### src/shared/wwdst_map.svh
// Constants of the windowed watchdog: offsets, fields, reset values, timing
`ifndef WWDST_MAP_SVH
`define WWDST_MAP_SVH

// ==========================================
// Clock and timing
`define WWDST_CLK_NS 100
`define WWDST_TICK_NS 550000
`define WWDST_TICK_CYC ((`WWDST_TICK_NS) / (`WWDST_CLK_NS))
`define WWDST_FILT_NS 32000
`define WWDST_FILT_CYC (((`WWDST_FILT_NS) + (`WWDST_CLK_NS) - 1) / (`WWDST_CLK_NS))
`define WWDST_PULSE_NS 40000
`define WWDST_PULSE_CYC (((`WWDST_PULSE_NS) + (`WWDST_CLK_NS) - 1) / (`WWDST_CLK_NS))

// ==========================================
// Window settings and fail tally
`define WWDST_WIN1_W 7
`define WWDST_WIN2_W 5
`define WWDST_WIN1_RST 7'h0A
`define WWDST_WIN2_RST 5'h05
`define WWDST_TALLY_INIT 3'h5
`define WWDST_TALLY_MAX 3'h7

// ==========================================
// Watchdog flag register fields
`define WWDST_FLAG_EARLY 0
`define WWDST_FLAG_TIMEOUT 1

// ==========================================
// Host Wishbone register offsets (byte addresses)
`define WWDST_REG_TRIG 8'h00
`define WWDST_REG_WIN1 8'h04
`define WWDST_REG_WIN2 8'h08
`define WWDST_REG_STAT 8'h0C
`define WWDST_REG_FRAME 8'h10
`define WWDST_STAT_BUSY 5
`define WWDST_STAT_TALLY 2

`endif

### src/shared/wwdst_pkg.sv
// Types shared by both ends of the windowed watchdog
package wwdst_pkg;
    typedef enum logic [1:0] {
        SEQ_RESTART,
        SEQ_CLOSED,
        SEQ_OPEN
    } wwdst_seq_t;

    typedef enum logic [1:0] {
        PUL_IDLE,
        PUL_HIGH,
        PUL_LOW
    } wwdst_pulse_t;
endpackage

### src/shared/wwdst_if.sv
// Link between the supervised controller and the watchdog sequencer
`timescale 1ns/1ps
`include "wwdst_map.svh"
interface wwdst_if;
    logic fault_trigger_input;
    logic ncs_n;
    logic cfg_wr;
    logic cfg_sel;
    logic [`WWDST_WIN1_W-1:0] cfg_data;
    logic [1:0] flag_clr;
    logic [1:0] watchdog_flag_reg;
    logic [2:0] fail_tally;

    modport dev (
        input fault_trigger_input, ncs_n, cfg_wr, cfg_sel, cfg_data, flag_clr,
        output watchdog_flag_reg, fail_tally
    );
    modport host (
        output fault_trigger_input, ncs_n, cfg_wr, cfg_sel, cfg_data, flag_clr,
        input watchdog_flag_reg, fail_tally
    );
endinterface

### src/core/wwdst_device.sv
// Windowed watchdog sequencer: closed/open windows, trigger filter, fail tally
//
// Summary of operation
// - Sequence is closed window then open window
// - Window lengths writable only in diagnostic state
// - Closed window spans first_window_ticks ticks
// - Open window spans setting plus one ticks
// - Derive 0.55 ms tick from system clock
// - Time-out after both windows without event
// - Time-out sets flag, bumps tally, restarts
// - Frame active at time-out suppresses flag
// - Next sequence starts one clock later
// - Any window write restarts and bumps tally
// - Accepted setting applies from new sequence
// - Good, bad, time-out, power events restart
// - Trigger mode from fault_trigger_input by default
// - Trigger is high longer than 32 us
// - Deglitch filter on system clock qualifies trigger
// - Trigger in closed window: bad, early flag
// - Trigger in open window: good, restart
// - Controller triggers early enough in open window
// - Reset on failure only when allowed
// - Controller uses window settings two or more; the bench writes an open window setting of 1
// - Controller aims trigger at open window midpoint
// - Tally down on good, up on bad
// - Tally loaded with five on state entry
`timescale 1ns/1ps
`include "wwdst_map.svh"
module wwdst_device #(
    parameter int TICK_CYC = `WWDST_TICK_CYC,
    parameter int FILT_CYC = `WWDST_FILT_CYC,
    parameter logic [`WWDST_WIN1_W-1:0] WIN1_RST = `WWDST_WIN1_RST,
    parameter logic [`WWDST_WIN2_W-1:0] WIN2_RST = `WWDST_WIN2_RST
) (
    // Clock and reset
    input wire logic clk_i,
    input wire logic rst_i,
    // Link to the supervised controller
    wwdst_if.dev link,
    // Device state and configuration
    input wire logic diag_state_i,
    input wire logic diag_to_active_i,
    input wire logic config_lock_command_i,
    input wire logic fail_reset_allow_i,
    input wire logic power_event_i,
    // Outputs to the device
    output logic out_of_range_o,
    output logic force_reset_o,
    output logic good_event_o,
    output logic bad_event_o,
    output logic timeout_event_o
);

    // ==========================================
    // Elaboration checks
    generate
        if (TICK_CYC < 2 || TICK_CYC > 65535) begin : g_bad_tick
            $error("TICK_CYC out of range");
        end
        if (FILT_CYC < 1 || FILT_CYC > 65535) begin : g_bad_filt
            $error("FILT_CYC out of range");
        end
    endgenerate

    localparam logic [15:0] TICK_LAST = 16'(TICK_CYC - 1);
    localparam logic [15:0] FILT_LAST = 16'(FILT_CYC - 1);

    wwdst_pkg::wwdst_seq_t seq;
    logic [`WWDST_WIN1_W-1:0] closed_window_length_reg;
    logic [`WWDST_WIN2_W-1:0] open_window_length_reg;
    logic [`WWDST_WIN1_W-1:0] first_window_ticks;
    logic [`WWDST_WIN2_W-1:0] open_ticks;
    logic [15:0] prescale;
    logic [7:0] win_count;
    logic tick;
    logic trig_s1;
    logic trig_s2;
    logic trig_s3;
    logic trig_level;
    logic [15:0] filt_count;
    logic trig_pulse;
    logic good;
    logic bad;
    logic timeout;
    logic restart;
    logic [1:0] flags;
    logic [2:0] tally;

    // ==========================================
    // Trigger deglitch filter
    // Three-stage synchroniser; a change counts once stages two and three agree.
    always_ff @(posedge clk_i) begin
        if (rst_i) begin
            trig_s1 <= 1'b0;
            trig_s2 <= 1'b0;
            trig_s3 <= 1'b0;
        end else begin
            trig_s1 <= link.fault_trigger_input;
            trig_s2 <= trig_s1;
            trig_s3 <= trig_s2;
        end
    end

    // The filtered level follows only after the agreed input holds FILT_CYC cycles,
    // so a high shorter than the filter time never forms a pulse.
    always_ff @(posedge clk_i) begin
        if (rst_i) begin
            trig_level <= 1'b0;
            filt_count <= 16'h0000;
        end else if (trig_s2 != trig_s3 || trig_s3 == trig_level) begin
            filt_count <= 16'h0000;
        end else if (filt_count == FILT_LAST) begin
            trig_level <= trig_s3;
            filt_count <= 16'h0000;
        end else begin
            filt_count <= filt_count + 16'h0001;
        end
    end

    // Falling edge of a qualified high forms the watchdog pulse
    assign trig_pulse = trig_level && trig_s2 == trig_s3 && !trig_s3 && filt_count == FILT_LAST;

    // ==========================================
    // Event classification
    assign good = seq == wwdst_pkg::SEQ_OPEN && trig_pulse;
    assign bad = seq == wwdst_pkg::SEQ_CLOSED && trig_pulse;
    assign timeout = seq == wwdst_pkg::SEQ_OPEN && !trig_pulse && tick
        && win_count == {3'h0, open_ticks};
    assign restart = good || bad || timeout || link.cfg_wr || power_event_i;

    // ==========================================
    // Window configuration
    // Writes land only in the diagnostic state and while unlocked; the write still
    // restarts the sequence and bumps the tally, so a blocked write only resynchronises and bumps the tally.
    always_ff @(posedge clk_i) begin
        if (rst_i) begin
            closed_window_length_reg <= WIN1_RST;
            open_window_length_reg <= WIN2_RST;
        end else if (link.cfg_wr && diag_state_i && !config_lock_command_i) begin
            if (link.cfg_sel) begin
                open_window_length_reg <= link.cfg_data[`WWDST_WIN2_W-1:0];
            end else begin
                closed_window_length_reg <= link.cfg_data;
            end
        end
    end

    // ==========================================
    // Tick prescaler
    always_ff @(posedge clk_i) begin
        if (rst_i || seq == wwdst_pkg::SEQ_RESTART || restart) begin
            prescale <= 16'h0000;
        end else if (prescale == TICK_LAST) begin
            prescale <= 16'h0000;
        end else begin
            prescale <= prescale + 16'h0001;
        end
    end

    assign tick = prescale == TICK_LAST;

    // ==========================================
    // Sequence state machine
    always_ff @(posedge clk_i) begin
        if (rst_i) begin
            seq <= wwdst_pkg::SEQ_RESTART;
            win_count <= 8'h00;
            first_window_ticks <= WIN1_RST;
            open_ticks <= WIN2_RST;
        end else if (restart) begin
            seq <= wwdst_pkg::SEQ_RESTART;
            win_count <= 8'h00;
        end else begin
            unique case (seq)
                wwdst_pkg::SEQ_RESTART: begin
                    // Settings are sampled here, after any write of the same restart
                    first_window_ticks <= closed_window_length_reg;
                    open_ticks <= open_window_length_reg;
                    win_count <= 8'h00;
                    if (closed_window_length_reg == 7'h00) begin
                        seq <= wwdst_pkg::SEQ_OPEN;
                    end else begin
                        seq <= wwdst_pkg::SEQ_CLOSED;
                    end
                end
                wwdst_pkg::SEQ_CLOSED: begin
                    if (tick && win_count == {1'b0, first_window_ticks} - 8'h01) begin
                        seq <= wwdst_pkg::SEQ_OPEN;
                        win_count <= 8'h00;
                    end else if (tick) begin
                        win_count <= win_count + 8'h01;
                    end
                end
                wwdst_pkg::SEQ_OPEN: begin
                    if (tick) begin
                        win_count <= win_count + 8'h01;
                    end
                end
            endcase
        end
    end

    // ==========================================
    // Watchdog flags; a new event wins over a clear in the same cycle
    always_ff @(posedge clk_i) begin
        if (rst_i) begin
            flags <= 2'h0;
        end else begin
            flags[`WWDST_FLAG_EARLY] <= bad || (flags[`WWDST_FLAG_EARLY]
                && !link.flag_clr[`WWDST_FLAG_EARLY]);
            flags[`WWDST_FLAG_TIMEOUT] <= (timeout && link.ncs_n) || (flags[`WWDST_FLAG_TIMEOUT]
                && !link.flag_clr[`WWDST_FLAG_TIMEOUT]);
        end
    end

    // ==========================================
    // Fail tally
    always_ff @(posedge clk_i) begin
        if (rst_i || diag_to_active_i) begin
            tally <= `WWDST_TALLY_INIT;
        end else if (bad || timeout || link.cfg_wr) begin
            if (tally != `WWDST_TALLY_MAX) begin
                tally <= tally + 3'h1;
            end
        end else if (good && tally != 3'h0) begin
            tally <= tally - 3'h1;
        end
    end

    // Reset request is one cycle wide; with the allow bit clear the tally just saturates
    always_ff @(posedge clk_i) begin
        if (rst_i) begin
            force_reset_o <= 1'b0;
        end else begin
            force_reset_o <= fail_reset_allow_i && tally == `WWDST_TALLY_MAX && (bad || timeout);
        end
    end

    always_ff @(posedge clk_i) begin
        if (rst_i) begin
            good_event_o <= 1'b0;
            bad_event_o <= 1'b0;
            timeout_event_o <= 1'b0;
        end else begin
            good_event_o <= good;
            bad_event_o <= bad;
            timeout_event_o <= timeout;
        end
    end

    // Registered status; follows the tally one cycle later
    always_ff @(posedge clk_i) begin
        if (rst_i) begin
            out_of_range_o <= 1'b1;
        end else begin
            out_of_range_o <= tally >= `WWDST_TALLY_INIT;
        end
    end

    assign link.watchdog_flag_reg = flags;
    assign link.fail_tally = tally;

endmodule

### src/flat_wrapper.sv
// flat-port wrapper written by rule: the top's interface ports become plain ports
module wwdst_device_flat 
#(
    parameter int TICK_CYC = `WWDST_TICK_CYC,
    parameter int FILT_CYC = `WWDST_FILT_CYC,
    parameter logic [`WWDST_WIN1_W-1:0] WIN1_RST = `WWDST_WIN1_RST,
    parameter logic [`WWDST_WIN2_W-1:0] WIN2_RST = `WWDST_WIN2_RST
)
  (clk_i, rst_i, diag_state_i, diag_to_active_i, config_lock_command_i, fail_reset_allow_i, power_event_i, out_of_range_o, force_reset_o, good_event_o, bad_event_o, timeout_event_o, link_fault_trigger_input, link_ncs_n, link_cfg_wr, link_cfg_sel, link_cfg_data, link_flag_clr, link_watchdog_flag_reg, link_fail_tally);
  wwdst_if link_i ();
  input wire logic clk_i;
  input wire logic rst_i;
  input wire logic diag_state_i;
  input wire logic diag_to_active_i;
  input wire logic config_lock_command_i;
  input wire logic fail_reset_allow_i;
  input wire logic power_event_i;
  output logic out_of_range_o;
  output logic force_reset_o;
  output logic good_event_o;
  output logic bad_event_o;
  output logic timeout_event_o;
  input wire logic [$bits(link_i.fault_trigger_input)-1:0] link_fault_trigger_input;
  input wire logic [$bits(link_i.ncs_n)-1:0] link_ncs_n;
  input wire logic [$bits(link_i.cfg_wr)-1:0] link_cfg_wr;
  input wire logic [$bits(link_i.cfg_sel)-1:0] link_cfg_sel;
  input wire logic [$bits(link_i.cfg_data)-1:0] link_cfg_data;
  input wire logic [$bits(link_i.flag_clr)-1:0] link_flag_clr;
  output wire logic [$bits(link_i.watchdog_flag_reg)-1:0] link_watchdog_flag_reg;
  output wire logic [$bits(link_i.fail_tally)-1:0] link_fail_tally;
  assign link_i.fault_trigger_input = link_fault_trigger_input;
  assign link_i.ncs_n = link_ncs_n;
  assign link_i.cfg_wr = link_cfg_wr;
  assign link_i.cfg_sel = link_cfg_sel;
  assign link_i.cfg_data = link_cfg_data;
  assign link_i.flag_clr = link_flag_clr;
  assign link_watchdog_flag_reg = link_i.watchdog_flag_reg;
  assign link_fail_tally = link_i.fail_tally;
  wwdst_device #(.TICK_CYC(TICK_CYC), .FILT_CYC(FILT_CYC), .WIN1_RST(WIN1_RST), .WIN2_RST(WIN2_RST)) u_core (.clk_i(clk_i), .rst_i(rst_i), .link(link_i), .diag_state_i(diag_state_i), .diag_to_active_i(diag_to_active_i), .config_lock_command_i(config_lock_command_i), .fail_reset_allow_i(fail_reset_allow_i), .power_event_i(power_event_i), .out_of_range_o(out_of_range_o), .force_reset_o(force_reset_o), .good_event_o(good_event_o), .bad_event_o(bad_event_o), .timeout_event_o(timeout_event_o));
endmodule
### config.mk
export PLATFORM = sky130hd
export DESIGN_NAME = wwdst_device_flat
export DESIGN_NICKNAME = d
export VERILOG_FILES = /design/src/shared/wwdst_pkg.sv /design/src/shared/wwdst_if.sv /design/src/core/wwdst_device.sv /design/src/flat_wrapper.sv
export VERILOG_INCLUDE_DIRS = /design/src /design/src/shared
export SDC_FILE = /design/constraint.sdc
export NUM_CORES = 1
export LEC_CHECK = 0
export ABC_AREA = 1
export BUFFER_PORTS_ARGS = -buffer_cell sky130_fd_sc_hd__buf_2
export CORE_ASPECT_RATIO = 1.2
export CORE_MARGIN = 2
export CORE_UTILIZATION = 65
export DETAILED_ROUTE_END_ITERATION = 12
export PLACE_DENSITY = 0.82
export SETUP_SLACK_MARGIN = 0.3
export SYNTH_ARGS = -nofsm -noshare
export SYNTH_HDL_FRONTEND = slang
export SYNTH_SLANG_ARGS = --single-unit
### constraint.sdc
create_clock -name clk_i -period 4.1 [get_ports clk_i]
set_clock_uncertainty 0.05 [all_clocks]
set_input_delay 0.615 -clock clk_i [delete_from_list [all_inputs] [get_ports clk_i]]
set_output_delay 0.615 -clock clk_i [all_outputs]
set_load 0.01 [all_outputs]
==> flow_summary.json <==
{
  "utilization": 0.741,
  "wl_per_cell_um": 12.5,
  "crit_fanout": 16,
  "yosysSeqAreaShare": 0.392,
  "ff2ff_path_depth": 9,
  "nets": 646,
  "top_regs": "u_core.filt_count: 16 flops, u_core.prescale: 16 flops, u_core.win_count: 8 flops",
  "drt_iter0_drc": 206,
  "finalWeightedCongestion": 0.898,
  "dp_hpwl_um": 6600,
  "rsz0062_at_grt": "no",
  "drive_gt1_frac": 0.124,
  "postCtsHoldBufs": 0,
  "htree_levels": 3,
  "post_cts_buffers": 0,
  "worst_setup_path_end_kind": "flop",
  "power.internal_mw": 1.16,
  "min-delay-path-class": "flop to flop",
  "crit_required_ns": 4.32,
  "finalCriticalPeriod_ns": 2.40,
  "cts_tree": "built",
  "syn_area_per_cell_um2": 6.94,
  "min_from": "u_core.trig_s1",
  "r2r_slack_ns": 1.70,
  "cts_buffer_depth": 2,
  "p_per_area_mw_per_mm2": 335,
  "synth_fp_nets": 616,
  "row_count": 31,
  "path_clk_slew_ns": 0.08,
  "die_x_um": 76.3,
  "timing.slew.headroom": 0.345,
  "die-area_mm2": 0.00693,
  "vdd_drop_max_mv": 0.258,
  "power_frac_seq": 0.530,
  "holdPathStages": 2,
  "first_pass_iters": 6,
  "leakage_nw": 1.85,
  "antenna_left": 0,
  "fmax_mhz": 416,
  "r2r_start": "u_core.filt_count[0]",
  "antenna_found_initial": 0,
  "layout_commonest_cell": "nand2_1",
  "grt_pass1_vias": 3489,
  "synth_seq_cells": 80,
  "critical_path_arrival_ns": 2.63,
  "maxSlewViolCount": 0,
  "route.detailed.drc": 0,
  "tns_ns": 0,
  "critical_path_class": "flop to flop",
  "n_fill_cell": 510,
  "maxCapViolations": 0,
  "min_to": "u_core.trig_s2",
  "clkSinkCount": 80,
  "cp-start-kind": "flop",
  "grt_start_max_net_pins": 23,
  "switchingPower_mw": 0.343,
  "clkLatencyLatePin_ns": 0.35,
  "pin_count": 30,
  "ctsResizeCount": 0,
  "core_area_mm2": 0.00605,
  "rr_endpoint": "u_core.prescale[7]",
  "port_buffers": 29,
  "synth_cells": 588,
  "n_antenna_cell": 0,
  "hold_viol_final": 0,
  "synth_cell_types": 36,
  "tightest_slew_ns": 0.973,
  "outcome": "completed",
  "finalCritPeriodShare": 0.586,
  "die_y_um": 90.8,
  "total_power_mw": 1.50,
  "grt_use_total": 0.266,
  "cts-root-buf": "clkbuf_8",
  "synth_warnings": 0,
  "p_clk_frac": 0.412,
  "area_growth_pct": 9.87,
  "avgViaCountPerCell": 5.36,
  "dr_total_vias": 3778,
  "grt_pass1_wl_um": 15000,
  "syn_area_mm2": 0.00408,
  "p_sw_frac": 0.228,
  "mostFrequentLayoutCells": "131 x nand2_1, 80 x inv_1, 80 x dfxtp_1, 79 x nor2_1, 49 x nand3_1",
  "routed_wl_um": 8790,
  "cts_buffers": 9,
  "comb_power_share": 0.058,
  "setup_violations": 0,
  "grt_overflow": 0,
  "start_util": 0.675
}
## worst max path at each step
| stage | slack [ns] | end | depth (start not counted) | startpoint |
|---|---|---|---|---|
| 2_1_floorplan | 2.07 | u_core.link.fail_tally[1] | 13 | u_core.filt_count[0] |
| 3_3_place_gp | 1.77 | u_core.prescale[13] | 4 | rst_i |
| 3_5_place_dp | 1.69 | u_core.prescale[7] | 9 | u_core.filt_count[0] |
| 4_1_cts | 1.67 | u_core.prescale[7] | 9 | u_core.filt_count[0] |
| 5_1_grt | 1.45 | u_core.prescale[13] | 9 | u_core.filt_count[0] |
| 6_report | 1.70 | u_core.prescale[7] | 9 | u_core.filt_count[0] |
## cell type report
| cell class | count | area (µm²) | area share |
|---|---|---|---|
| flip-flops and latches | 80 | 1600 | 0.357 |
| inverters | 83 | 312 | 0.0695 |
| multi-input cells | 415 | 2110 | 0.471 |
| clock buffers | 10 | 128 | 0.0285 |
| well taps | 82 | 103 | 0.0229 |
| clock inverters | 6 | 83.8 | 0.0187 |
| repair buffers | 29 | 145 | 0.0324 |
## layer usage
| layer | global-route usage | part of all wire | vias up | wire, µm |
|---|---|---|---|---|
| met4 | 0.109 | 0.018 | 0 | 159 |
| met1 | 0.322 | 0.44 | 1732 | 3830 |
| li1 | - | - | 1940 | - |
| met2 | 0.461 | 0.50 | 90 | 4360 |
| met3 | 0.0500 | 0.050 | 16 | 436 |
| met5 | 0 | 0 | - | 0 |
## power groups by stage
stage	Sequential (mW)	Clock (mW)	Combinational [mW]
floorplan	0.813	0	0.0624
detailed placement	0.815	0	0.0867
CTS	0.796	0.632	0.0871
finish	0.797	0.619	0.0876
global placement	0.814	0	0.0844
global route	0.798	0.656	0.100
## through the flow
stage,setup slack [ns],hold WS [ns],area [µm²],instances
2_1_floorplan,2.07,0.338,4080,588
3_3_place_gp,1.77,0.341,4270,689
3_5_place_dp,1.69,0.344,4270,689
4_1_cts,1.67,0.355,4490,705
5_1_grt,1.45,0.379,4490,705
6_report,1.70,0.354,4490,705
## cells by family (layout without fill, tap and decap cells)
| group | after synthesis | after routing | share of synthesized area |
|---|---|---|---|
| AND/OR/NAND/NOR | 338 | 338 | 0.385 |
| buffers and inverters | 93 | 128 | 0.0901 |
| flip-flops | 80 | 80 | 0.392 |
| AO/OA/AOI/OAI | 47 | 47 | 0.0613 |
| XOR/XNOR | 22 | 22 | 0.0472 |
| adder cells (fa/ha/maj) | 8 | 8 | 0.0245 |
## synthesized netlist by cell type, drive strengths merged
| cell | instances | area [µm²] |
|---|---|---|
| nor3 | 20 | 110 |
| xor2 | 19 | 166 |
| inv | 81 | 304 |
| nand3 | 53 | 300 |
| o21ai | 15 | 75.1 |
| clkinv | 2 | 7.51 |
| nor2 | 91 | 382 |
| nand2 | 135 | 517 |
| a211oi | 1 | 7.51 |
| nand3b | 2 | 15.0 |
| o41ai | 1 | 8.76 |
| a21oi | 26 | 130 |
| and3 | 3 | 18.8 |
| ha | 8 | 100 |
| or2 | 10 | 62.6 |
| nor4 | 5 | 31.3 |
| dfxtp | 80 | 1600 |
| a21boi | 1 | 7.51 |
| nand4 | 19 | 134 |
| clkbuf | 6 | 22.5 |
| buf | 4 | 33.8 |
| o22ai | 1 | 6.26 |
| o211ai | 2 | 15.0 |
| xnor2 | 3 | 26.3 |
## critical path, stage by stage (launching register included)
cell and delay [ns]:
dfxtp_1 0.37, ha_1 0.21, nand3_1 0.18, nor2_1 0.21, nand3_2 0.15, nand3_4 0.17
nand3_4 0.12, nor2_4 0.30, nand4_4 0.34, a21oi_1 0.22
Power figures use the tool's default switching activity.
